## src/pkg/fgw_pkg.sv

```systemverilog
// package: register map, constants and carrier types of the fieldbus gateway
package fgw_pkg;
    localparam int          ADDR_W        = 8;
    localparam int          WORD_W        = 16;
    localparam int          IMG_DEPTH     = 8;
    localparam int          IMG_AW        = 3;
    localparam int          RW_REGS       = 4;

    localparam logic [7:0]  OFF_CTRL      = 8'h00;
    localparam logic [7:0]  OFF_STATION   = 8'h04;
    localparam logic [7:0]  OFF_WORDS     = 8'h08;
    localparam logic [7:0]  OFF_BITS      = 8'h0c;
    localparam logic [7:0]  OFF_STATUS    = 8'h10;
    localparam logic [7:0]  OFF_INFO      = 8'h14;
    localparam int          IDX_CTRL      = int'(OFF_CTRL[3:2]);
    localparam int          IDX_STATION   = int'(OFF_STATION[3:2]);
    localparam int          IDX_WORDS     = int'(OFF_WORDS[3:2]);
    localparam int          IDX_BITS      = int'(OFF_BITS[3:2]);

    localparam int          CTRL_OCC_LSB  = 0;
    localparam int          CTRL_EXT_LSB  = 4;
    localparam int          CTRL_MIN_BIT  = 8;
    localparam int          CTRL_V2_BIT   = 9;
    localparam int          CTRL_ASG_LSB  = 12;
    localparam int          PAIR_HI_LSB   = 8;
    localparam int          INFO_VER_BIT  = 0;
    localparam int          INFO_STN_LSB  = 4;
    localparam int          INFO_EXT_LSB  = 8;
    localparam int          INFO_CNT_LSB  = 12;
    localparam int          INFO_INV_BIT  = 16;

    localparam int          ST_WR_MORE    = 0;
    localparam int          ST_WR_FEW     = 1;
    localparam int          ST_RD_MORE    = 2;
    localparam int          ST_RD_FEW     = 3;
    localparam int          ST_OUT_MORE   = 4;
    localparam int          ST_OUT_FEW    = 5;
    localparam int          ST_IN_MORE    = 6;
    localparam int          ST_IN_FEW     = 7;
    localparam int          ST_STN_BAD    = 8;
    localparam int          ST_PROT       = 9;

    localparam logic [2:0]  ASG_BYTE      = 3'h1;
    localparam logic [2:0]  ASG_MAP1      = 3'h2;
    localparam logic [2:0]  ASG_MAP4      = 3'h5;
    localparam logic [10:0] BITS_PER_BYTE = 11'h008;
    localparam logic [10:0] BITS_PER_STN  = 11'h020;
    localparam logic [7:0]  WORDS_PER_STN = 8'h04;
    localparam logic [7:0]  V2_FACTOR     = 8'h08;
    localparam logic [2:0]  MAX_STN       = 3'h4;
    localparam logic [2:0]  MAX_EXT       = 3'h4;
    localparam logic [2:0]  EXT_SINGLE    = 3'h1;
    localparam logic [15:0] STN_MIN       = 16'h0001;
    localparam logic [15:0] STN_MAX       = 16'h0040;
    localparam logic [1:0]  CNT_MAX       = 2'h3;
    localparam logic [1:0]  RESP_OKAY     = 2'h0;
    localparam logic [1:0]  RESP_SLVERR   = 2'h2;
    localparam logic        INVALID_RST   = 1'b1;
    localparam logic [2:0]  STN_RST       = 3'h1;
    localparam logic [2:0]  EXT_RST       = 3'h1;

    typedef struct packed {
        logic [15:0] station;
        logic [2:0]  occ;
        logic [2:0]  ext;
        logic        minimize;
        logic        force_v2;
        logic [2:0]  asg;
        logic [7:0]  wr_words;
        logic [7:0]  rd_words;
        logic [7:0]  out_entries;
        logic [7:0]  in_entries;
    } fgw_cfg_t;

    typedef struct packed {
        logic        version;
        logic [2:0]  stations;
        logic [2:0]  ext;
        logic [10:0] bit_cap;
        logic [7:0]  word_cap;
    } fgw_size_t;

    typedef struct packed {
        logic              en;
        logic [IMG_AW-1:0] addr;
        logic [WORD_W-1:0] data;
    } fgw_wr_t;

    typedef struct packed {
        logic [RW_REGS-1:0][31:0]          regs;
        fgw_cfg_t                          cfg_live;
        fgw_size_t                         size;
        logic [15:0]                       status;
        logic [1:0]                        cyc_cnt;
        logic                              invalid;
        logic [2:0]                        link_sync;
        logic                              link_ok;
        logic [IMG_DEPTH-1:0][WORD_W-1:0]  e2c_stage;
        logic [IMG_DEPTH-1:0][WORD_W-1:0]  e2c_live;
        logic [IMG_DEPTH-1:0][WORD_W-1:0]  c2e_stage;
        logic [IMG_DEPTH-1:0][WORD_W-1:0]  c2e_live;
        logic [WORD_W-1:0]                 ecat_rd_data;
        logic [WORD_W-1:0]                 ccl_rd_data;
        logic                              aw_got;
        logic                              w_got;
        logic [ADDR_W-1:0]                 awaddr;
        logic [31:0]                       wdata;
        logic [3:0]                        wstrb;
        logic                              bvalid;
        logic [1:0]                        bresp;
        logic                              rvalid;
        logic [31:0]                       rdata;
        logic [1:0]                        rresp;
    } fgw_state_t;

    // bit count that a number of bit entries stands for under an assignment mode
    function automatic logic [10:0] eff_bits(input logic [2:0] asg, input logic [7:0] n);
        logic [10:0] e;
        e = {3'h0, n};
        if (asg == ASG_BYTE)
            e = e * BITS_PER_BYTE;
        else if (asg >= ASG_MAP1 && asg <= ASG_MAP4)
            e = e * 11'(asg - ASG_MAP1 + 3'h1);
        return e;
    endfunction

    function automatic logic [10:0] cap_bits(input logic [2:0] s, input logic [2:0] m);
        return (BITS_PER_STN * 11'(s)) << (m - 3'h1);
    endfunction

    function automatic logic [7:0] cap_words(input logic [2:0] s, input logic [2:0] m);
        return (WORDS_PER_STN * 8'(s)) << (m - 3'h1);
    endfunction
endpackage

```

## src/logic/fgw_gateway.sv

```systemverilog
// module: two-fieldbus slave gateway with shared process image and status word
// Behaviour
// RULE_01: slave toward both field masters, bridging data.
// RULE_02: copy process data between sides each cycle.
// RULE_03: choose version, stations, cycles automatically from data.
// RULE_04: minimize setting picks target; manual values override.
// RULE_05: version one or two, by configured data amount.
// RULE_06: protocol setting forces version two.
// RULE_07: version two carries eightfold capacity.
// RULE_08: invalid flag: zero valid, one invalid.
// RULE_09: cycle counter increments, wraps after three.
// RULE_10: status bits for more/fewer register words.
// RULE_11: status bits for more/fewer output/input bits.
// RULE_12: status 0x0100 flags invalid station address.
// RULE_13: status 0x0200 flags protocol conflict.
// RULE_14: more/fewer bits informational; exchange continues.
// RULE_15: status sent cyclically with input data.
// RULE_16: new composition applies only after restart.
// RULE_17: assignment modes affect bit data only.
// RULE_18: master may add byte entries in byte mode.
// RULE_19: map modes: bit entries, multiple of eight.
// RULE_20: master keeps bit data within stated limits.
// RULE_21: master uses only word, byte, bit entries.
// RULE_22: all configuration from the control-network side.
// RULE_23: simultaneous status conditions OR together.
// RULE_24: cycle counter two bits, resets to zero.
`timescale 1ns/1ps
`default_nettype none
module fgw_gateway (
    input  wire logic                          aclk,
    input  wire logic                          aresetn,
    input  wire logic [fgw_pkg::ADDR_W-1:0]    awaddr,
    input  wire logic                          awvalid,
    output logic                               awready,
    input  wire logic [31:0]                   wdata,
    input  wire logic [3:0]                    wstrb,
    input  wire logic                          wvalid,
    output logic                               wready,
    output logic [1:0]                         bresp,
    output logic                               bvalid,
    input  wire logic                          bready,
    input  wire logic [fgw_pkg::ADDR_W-1:0]    araddr,
    input  wire logic                          arvalid,
    output logic                               arready,
    output logic [31:0]                        rdata,
    output logic [1:0]                         rresp,
    output logic                               rvalid,
    input  wire logic                          rready,
    input  wire logic                          ecat_cycle,
    input  wire logic                          ecat_restart,
    input  wire fgw_pkg::fgw_wr_t              ecat_wr,
    input  wire logic [fgw_pkg::IMG_AW-1:0]    ecat_rd_addr,
    output logic [fgw_pkg::WORD_W-1:0]         ecat_rd_data,
    input  wire fgw_pkg::fgw_wr_t              ccl_wr,
    input  wire logic [fgw_pkg::IMG_AW-1:0]    ccl_rd_addr,
    output logic [fgw_pkg::WORD_W-1:0]         ccl_rd_data,
    input  wire logic                          ccl_link_ok,
    output logic [15:0]                        status_word,
    output logic                               input_object_invalid_flag,
    output logic [1:0]                         input_cycle_counter,
    output logic                               ccl_version,
    output logic [2:0]                         occupied_stations,
    output logic [2:0]                         extended_cycles
);
    import fgw_pkg::*;

    fgw_state_t r;
    fgw_state_t next;
    fgw_size_t  size_now;

    // aligned and inside the map
    function automatic logic addr_ok(input logic [ADDR_W-1:0] a);
        return (a[1:0] == 2'h0) && (a <= OFF_INFO);
    endfunction

    // writable configuration words sit below the read-only ones
    function automatic logic is_rw(input logic [ADDR_W-1:0] a);
        return addr_ok(a) && (a < OFF_STATUS);
    endfunction

    function automatic logic [31:0] merge(input logic [31:0] old, input logic [31:0] d,
                                          input logic [3:0] be);
        logic [31:0] v;
        v = old;
        for (int i = 0; i < 4; i++) begin
            if (be[i])
                v[i*8 +: 8] = d[i*8 +: 8];
        end
        return v;
    endfunction

    function automatic fgw_cfg_t cfg_of(input logic [RW_REGS-1:0][31:0] g);
        fgw_cfg_t c;
        c.occ         = g[IDX_CTRL][CTRL_OCC_LSB +: $bits(c.occ)];
        c.ext         = g[IDX_CTRL][CTRL_EXT_LSB +: $bits(c.ext)];
        c.minimize    = g[IDX_CTRL][CTRL_MIN_BIT];
        c.force_v2    = g[IDX_CTRL][CTRL_V2_BIT];
        c.asg         = g[IDX_CTRL][CTRL_ASG_LSB +: $bits(c.asg)];
        c.station     = g[IDX_STATION][$bits(c.station)-1:0];
        c.wr_words    = g[IDX_WORDS][$bits(c.wr_words)-1:0];
        c.rd_words    = g[IDX_WORDS][PAIR_HI_LSB +: $bits(c.rd_words)];
        c.out_entries = g[IDX_BITS][$bits(c.out_entries)-1:0];
        c.in_entries  = g[IDX_BITS][PAIR_HI_LSB +: $bits(c.in_entries)];
        return c;
    endfunction

    // each condition owns one bit, so coincident conditions simply OR together
    function automatic logic [15:0] status_of(input fgw_cfg_t c, input fgw_size_t z);
        logic [15:0] st;
        logic [10:0] ob;
        logic [10:0] ib;
        st = '0;
        ob = eff_bits(c.asg, c.out_entries);
        ib = eff_bits(c.asg, c.in_entries);
        st[ST_WR_MORE]  = c.wr_words > z.word_cap; // RULE_10 RULE_23
        st[ST_WR_FEW]   = c.wr_words < z.word_cap;
        st[ST_RD_MORE]  = c.rd_words > z.word_cap;
        st[ST_RD_FEW]   = c.rd_words < z.word_cap;
        st[ST_OUT_MORE] = ob > z.bit_cap; // RULE_11
        st[ST_OUT_FEW]  = ob < z.bit_cap;
        st[ST_IN_MORE]  = ib > z.bit_cap;
        st[ST_IN_FEW]   = ib < z.bit_cap;
        st[ST_STN_BAD]  = (c.station < STN_MIN) || (c.station > STN_MAX)
                          || (c.station + 16'(z.stations) - STN_MIN > STN_MAX); // RULE_12
        // a forced second version cannot run on single cycles here
        st[ST_PROT]     = c.force_v2 && (c.ext == EXT_SINGLE); // RULE_13
        return st;
    endfunction

    fgw_sizer u_sizer (
        .cfg  (r.cfg_live),
        .size (size_now)
    );

    // one write and one read in flight; a held response blocks the next request
    assign awready = !r.aw_got && !r.bvalid;
    assign wready  = !r.w_got && !r.bvalid;
    assign arready = !r.rvalid;

    always_comb begin
        logic [31:0] info;
        info = '0;
        next = r;
        // configuration is only ever written from the register side
        if (awvalid && awready) begin // RULE_22
            next.aw_got = 1'b1;
            next.awaddr = awaddr;
        end
        if (wvalid && wready) begin
            next.w_got = 1'b1;
            next.wdata = wdata;
            next.wstrb = wstrb;
        end
        if (r.aw_got && r.w_got) begin
            next.aw_got = 1'b0;
            next.w_got  = 1'b0;
            next.bvalid = 1'b1;
            next.bresp  = RESP_SLVERR;
            if (is_rw(r.awaddr)) begin
                next.regs[r.awaddr[3:2]] = merge(r.regs[r.awaddr[3:2]], r.wdata, r.wstrb);
                next.bresp = RESP_OKAY;
            end
        end
        if (r.bvalid && bready)
            next.bvalid = 1'b0;
        info[INFO_VER_BIT] = r.size.version;
        info[INFO_STN_LSB +: $bits(r.size.stations)] = r.size.stations;
        info[INFO_EXT_LSB +: $bits(r.size.ext)] = r.size.ext;
        info[INFO_CNT_LSB +: $bits(r.cyc_cnt)] = r.cyc_cnt;
        info[INFO_INV_BIT] = r.invalid;
        if (arvalid && arready) begin
            next.rvalid = 1'b1;
            next.rresp  = RESP_OKAY;
            next.rdata  = '0;
            if (is_rw(araddr))
                next.rdata = r.regs[araddr[3:2]];
            else if (araddr == OFF_STATUS)
                next.rdata = {16'h0000, r.status};
            else if (araddr == OFF_INFO)
                next.rdata = info;
            else
                next.rresp = RESP_SLVERR;
        end else if (r.rvalid && rready) begin
            next.rvalid = 1'b0;
        end
        // each side writes its own staging image and reads the other side's live image
        if (ecat_wr.en)
            next.e2c_stage[ecat_wr.addr] = ecat_wr.data; // RULE_01
        if (ccl_wr.en)
            next.c2e_stage[ccl_wr.addr] = ccl_wr.data;
        next.ecat_rd_data = r.c2e_live[ecat_rd_addr];
        next.ccl_rd_data  = r.e2c_live[ccl_rd_addr];
        // copy runs whatever the status shows; more/fewer bits never stop it
        if (ecat_cycle) begin // RULE_02 RULE_14
            next.e2c_live = r.e2c_stage;
            next.c2e_live = r.c2e_stage;
            next.cyc_cnt  = (r.cyc_cnt == CNT_MAX) ? 2'h0 : r.cyc_cnt + 2'h1; // RULE_09
            next.invalid  = !r.link_ok; // RULE_08
        end
        // staged settings take effect only here, never while running
        if (ecat_restart) begin // RULE_16
            next.cfg_live = cfg_of(r.regs);
            next.invalid  = INVALID_RST;
        end
        next.size   = size_now;
        next.status = status_of(r.cfg_live, size_now); // RULE_15
        // pin sampled by three flops; level moves only when the last two agree
        next.link_sync = {r.link_sync[1:0], ccl_link_ok};
        if (r.link_sync[1] == r.link_sync[2])
            next.link_ok = r.link_sync[2];
        if (!aresetn) begin
            next = '0; // RULE_24
            next.invalid = INVALID_RST;
            next.size.stations = STN_RST;
            next.size.ext = EXT_RST;
        end
    end

    always_ff @(posedge aclk) begin
        r <= next;
    end

    assign bresp                     = r.bresp;
    assign bvalid                    = r.bvalid;
    assign rdata                     = r.rdata;
    assign rresp                     = r.rresp;
    assign rvalid                    = r.rvalid;
    assign ecat_rd_data              = r.ecat_rd_data;
    assign ccl_rd_data               = r.ccl_rd_data;
    assign status_word               = r.status;
    assign input_object_invalid_flag = r.invalid;
    assign input_cycle_counter       = r.cyc_cnt;
    assign ccl_version               = r.size.version;
    assign occupied_stations         = r.size.stations;
    assign extended_cycles           = r.size.ext;
endmodule
`default_nettype wire

```

## src/logic/fgw_sizer.sv

```systemverilog
// module: automatic choice of link version, occupied stations and extended cycles
`timescale 1ns/1ps
`default_nettype none
module fgw_sizer (
    input  wire fgw_pkg::fgw_cfg_t  cfg,
    output var  fgw_pkg::fgw_size_t size
);
    import fgw_pkg::*;

    always_comb begin
        logic        found;
        logic [2:0]  s;
        logic [2:0]  m;
        logic [2:0]  ts;
        logic [2:0]  tm;
        logic [10:0] need_bits;
        logic [7:0]  need_words;
        found = 1'b0;
        s = MAX_STN;
        m = MAX_EXT;
        ts = MAX_STN;
        tm = MAX_EXT;
        // remote register words never scale with the assignment mode
        need_words = (cfg.wr_words > cfg.rd_words) ? cfg.wr_words : cfg.rd_words; // RULE_17
        need_bits = eff_bits(cfg.asg, cfg.out_entries);
        if (eff_bits(cfg.asg, cfg.in_entries) > need_bits)
            need_bits = eff_bits(cfg.asg, cfg.in_entries);
        // manual values override; out of range values fall back to the maximum
        if (cfg.occ != 3'h0 && cfg.occ <= MAX_STN) begin
            s = cfg.occ; // RULE_04
        end
        if (cfg.ext != 3'h0 && cfg.ext <= MAX_EXT) begin
            m = cfg.ext; // RULE_04
        end
        // outer loop walks the quantity being minimised, so the first fit is the smallest
        for (int a = 1; a <= int'(MAX_STN); a++) begin
            for (int b = 1; b <= int'(MAX_EXT); b++) begin
                ts = cfg.minimize ? 3'(a) : 3'(b); // RULE_04
                tm = cfg.minimize ? 3'(b) : 3'(a);
                if (!found && (cfg.occ == 3'h0 || cfg.occ == ts)
                    && (cfg.ext == 3'h0 || cfg.ext == tm)
                    && cap_bits(ts, tm) >= need_bits
                    && cap_words(ts, tm) >= need_words) begin // RULE_03
                    found = 1'b1;
                    s = ts;
                    m = tm;
                end
            end
        end
        size.stations = s;
        size.ext      = m;
        // extended cycles up to octuple give the eightfold capacity of the second version
        size.version  = (m != EXT_SINGLE) || cfg.force_v2; // RULE_05 RULE_06
        size.bit_cap  = cap_bits(s, m); // RULE_07
        size.word_cap = cap_words(s, m);
    end
endmodule
`default_nettype wire

```

## config.mk

```make
export PLATFORM = sky130hd
export DESIGN_NAME = fgw_gateway
export DESIGN_NICKNAME = d
export VERILOG_FILES = /design/src/pkg/fgw_pkg.sv /design/src/logic/fgw_gateway.sv /design/src/logic/fgw_sizer.sv
export SDC_FILE = /design/constraint.sdc
export NUM_CORES = 2
export LEC_CHECK = 0
export BUFFER_PORTS_ARGS = -buffer_cell sky130_fd_sc_hd__buf_2
export CELL_PAD_IN_SITES_DETAIL_PLACEMENT = 0
export CELL_PAD_IN_SITES_GLOBAL_PLACEMENT = 1
export CORE_AREA = 3 3 213 424
export DETAILED_ROUTE_END_ITERATION = 7
export DIE_AREA = 0 0 216 427
export PLACE_DENSITY = 0.82
export SLEW_MARGIN = 20
export SYNTH_ARGS = -nofsm -noshare
export SYNTH_HDL_FRONTEND = slang
export SYNTH_SLANG_ARGS = --single-unit
```

## constraint.sdc

```tcl
create_clock -name aclk -period 16.4 [get_ports aclk]
set_clock_uncertainty 0.05 [all_clocks]
set_input_delay 3.28 -clock aclk [delete_from_list [all_inputs] [get_ports aclk]]
set_output_delay 3.28 -clock aclk [all_outputs]
set_load 0.03 [all_outputs]
```

==> flow_summary.ini <==
[run_status]
status = finished, final reports clean

[clocking]
clock_latency_ns = 0.66
clk_pin_slew_ns = 0.07
clockBufferDepth = 3
numClockSinks = 837
cts-root-buf = clkbuf_16
cts_resized = 0
htreeDepth = 3
tritoncts = done
postCtsHoldBufs = 0
cts_made_buffers = 76
cts_setup_buffers = 0

[timing]
timing.final.crit_share = 0.858
final_hold_viol_count = 0
max_clock_freq_mhz = 71.1
slew_viol_final = 0
maxSlewHeadroom = 0.204
rsz0062_at_grt = false
period_minus_slack_ns = 14.07
worst_pin_slew_ns = 1.19
setup_tns_ns = 0
setup_viol = 0

[floorplan]
die_h_um = 427
core_area_mm2 = 0.0873
dieArea_mm2 = 0.0922
die_x_um = 216
fp-row-count = 153
start_util = 0.479
ios = 207

[detailed_routing]
wl_per_cell_um = 22.0
vias_per_cell = 5.65
ant_nets = 0
drc = 0
num_vias = 32600
drt_pass1_iterations = 6
drt_iter0_markers = 2202
wirelength_um = 127000

[setup_path]
critPathMaxFanout = 19
path_buf_inv = 8
worst_ep_required_time_ns = 16.90
max_stage_delay_ns = 0.81
arrival_ns = 14.57
crit_slowest_cell = dfxtp_1
critPathLaunchType = flop
cp-end-kind = flop
critPathKind = reg -> reg
cpLargestDelayFamily = adder cells

[finish]
n_fill_cell = 8221
nets = 4847
regArea_mm2 = 0.0168
multiInputGateArea_mm2 = 0.0226
fin_area_mm2 = 0.0453
area_delta_synth_final_pct = 8.27
drive_above_1_share = 0.123

[synthesis]
yosysTopAreaCell = dfxtp_1
synth-compound-area-share = 0.123
ys_seq_elements = 837
synth-simple-area-share = 0.167
synth-edff-count = 0
synthXorXnorAreaFrac = 0.00951
synth_fa_ha_area_frac = 0.0717
synth_top_area_frac = 0.401
synth_flop_cell = dfxtp_1
muxShareOfSynthArea = 0.166
yosys_warnings = 0
yosys-top-cells-area = dfxtp_1 (40%), mux2i_1 (9.4%), mux4_2 (6.9%)
synthArstFlopShare = 0
ys_seq_area_frac = 0.401
postSynthCellCount = 4633
synth.cell_area_mm2 = 0.0418
avgSynthCellArea_um2 = 9.03
synth_cell_types = 110
synth_top_family_by_area = simple AND/OR/NAND/NOR gates

[global_routing]
grt_usage = 0.271
antenna_found_initial = 10
grt_max_degree = 208
grt_pass1_wl_um = 193000
grt_pass1_vias = 32300
grt_overflow_total = 0

[placement]
portBuffers = 198
post_dp_cell_area_mm2 = 0.0428
hpwl_um = 85400
place_congestion = 0.983

[hold_path]
holdCritPathClass = reg -> reg

[pwr]
pwr_density_cell_mw_per_mm2 = 96.1
vdd_drop_max_mv = 0.0834
p_leak_uw = 0.0178

[flow_run]
cap_violations = 0
==> registers in the layout (all words and copies together) (netlist names), 2 cells and up <==
name	count
occupied_stations	3
status_word	10
ccl_rd_data	16
ecat_rd_data	16
extended_cycles	3
r	749
rdata	32
input_cycle_counter	2
==> final timing paths <==
check	endpoint	cells past startpoint	slack (ns)	startpoint
max	status_word[8]	54	2.33	r[709]
min reg2reg	rdata[25]	2	0.40	rdata[25]
min	rdata[25]	2	0.40	rdata[25]
max reg2reg	status_word[8]	54	2.33	r[709]
==> where the power goes <==
group	switching (uW)	internal, uW
Combinational	286	150
Clock	804	1010
Sequential	31.3	2070
==> cells in the mapped netlist, types with 11 or more instances <==
cell type    n
o21ai_0     48
inv_1      162
mux2i_1    392
nand2_1    718
nor2_1     604
xnor2_1     24
and3_1      11
a21o_1      23
fa_1        61
dfxtp_1    837
a211oi_1   149
nor3_1      39
ha_1       142
nand2b_1    42
clkbuf_2    21
nor2b_1     40
buf_2       11
or3_1       12
clkbuf_1   235
o211ai_1    16
buf_4       94
and2_1      49
mux4_2     128
nand4_1     12
a21oi_1    420
a221oi_1    12
nand3_1     55
buf_1       55
==> tightest hold or removal path, cell delays in order (launching register included) <==
cell and delay (ns):
dfxtp_1 0.31, nand2_1 0.05, a21oi_1 0.05
==> logic make-up (layout without fill, tap and decap cells) <==
group	after synthesis	in the layout
multiplexers	531	531
adder cells (fa/ha/maj)	203	203
flip-flops	837	837
XOR/XNOR	36	36
buffers and inverters	583	536
AND/OR/NAND/NOR	1641	1641
other	1	11
AO/OA/AOI/OAI	801	801
==> per-layer routing <==
layer,share of wire,global-route usage,vias to the layer above
li1,-,-,15600
met1,0.37,0.294,15600
met2,0.52,0.500,933
met3,0.043,0.0363,367
met4,0.068,0.164,6
met5,0.00024,0,-
==> placed cells by master (no fill, tap or decap), types with 23 or more instances in the layout <==
| cell | count |
|---|---|
| fa_1 | 61 |
| ha_1 | 142 |
| nor3_1 | 34 |
| a211oi_1 | 149 |
| xnor2_1 | 24 |
| nand3_1 | 55 |
| nand2b_1 | 42 |
| inv_1 | 162 |
| buf_2 | 196 |
| mux2i_1 | 392 |
| clkbuf_16 | 78 |
| nor2_1 | 590 |
| buf_4 | 37 |
| o21ai_0 | 47 |
| a21oi_1 | 420 |
| nand2_1 | 718 |
| and2_1 | 49 |
| nor2b_1 | 39 |
| dfxtp_1 | 835 |
| mux4_2 | 128 |
| a21o_1 | 23 |
==> cell type report <==
type                       count  area share
multi-input combinational   3220       0.499
clock inverter                23     0.00550
sequential                   837       0.370
antenna                        3    0.000166
tap                         1162      0.0321
timing repair buffer         237      0.0293
inverter                     164      0.0138
clock buffer                 112      0.0497
==> per-stage QoR <==
stage / setup WS, ns / instances / power (uW) / hold WS, ns / util
finish: 2.33 / 5758 / 4350 / 0.403 / 0.519
global route: 1.63 / 5755 / 4500 / 0.420 / 0.519
CTS: 2.46 / 5755 / 4390 / 0.404 / 0.519
detailed placement: 2.53 / 5620 / 2580 / 0.395 / 0.490
global placement: 2.78 / 5620 / 2580 / 0.387 / 0.490
floorplan: 4.15 / 4640 / 2460 / 0.362 / -
(Power assumes the default switching activity.)
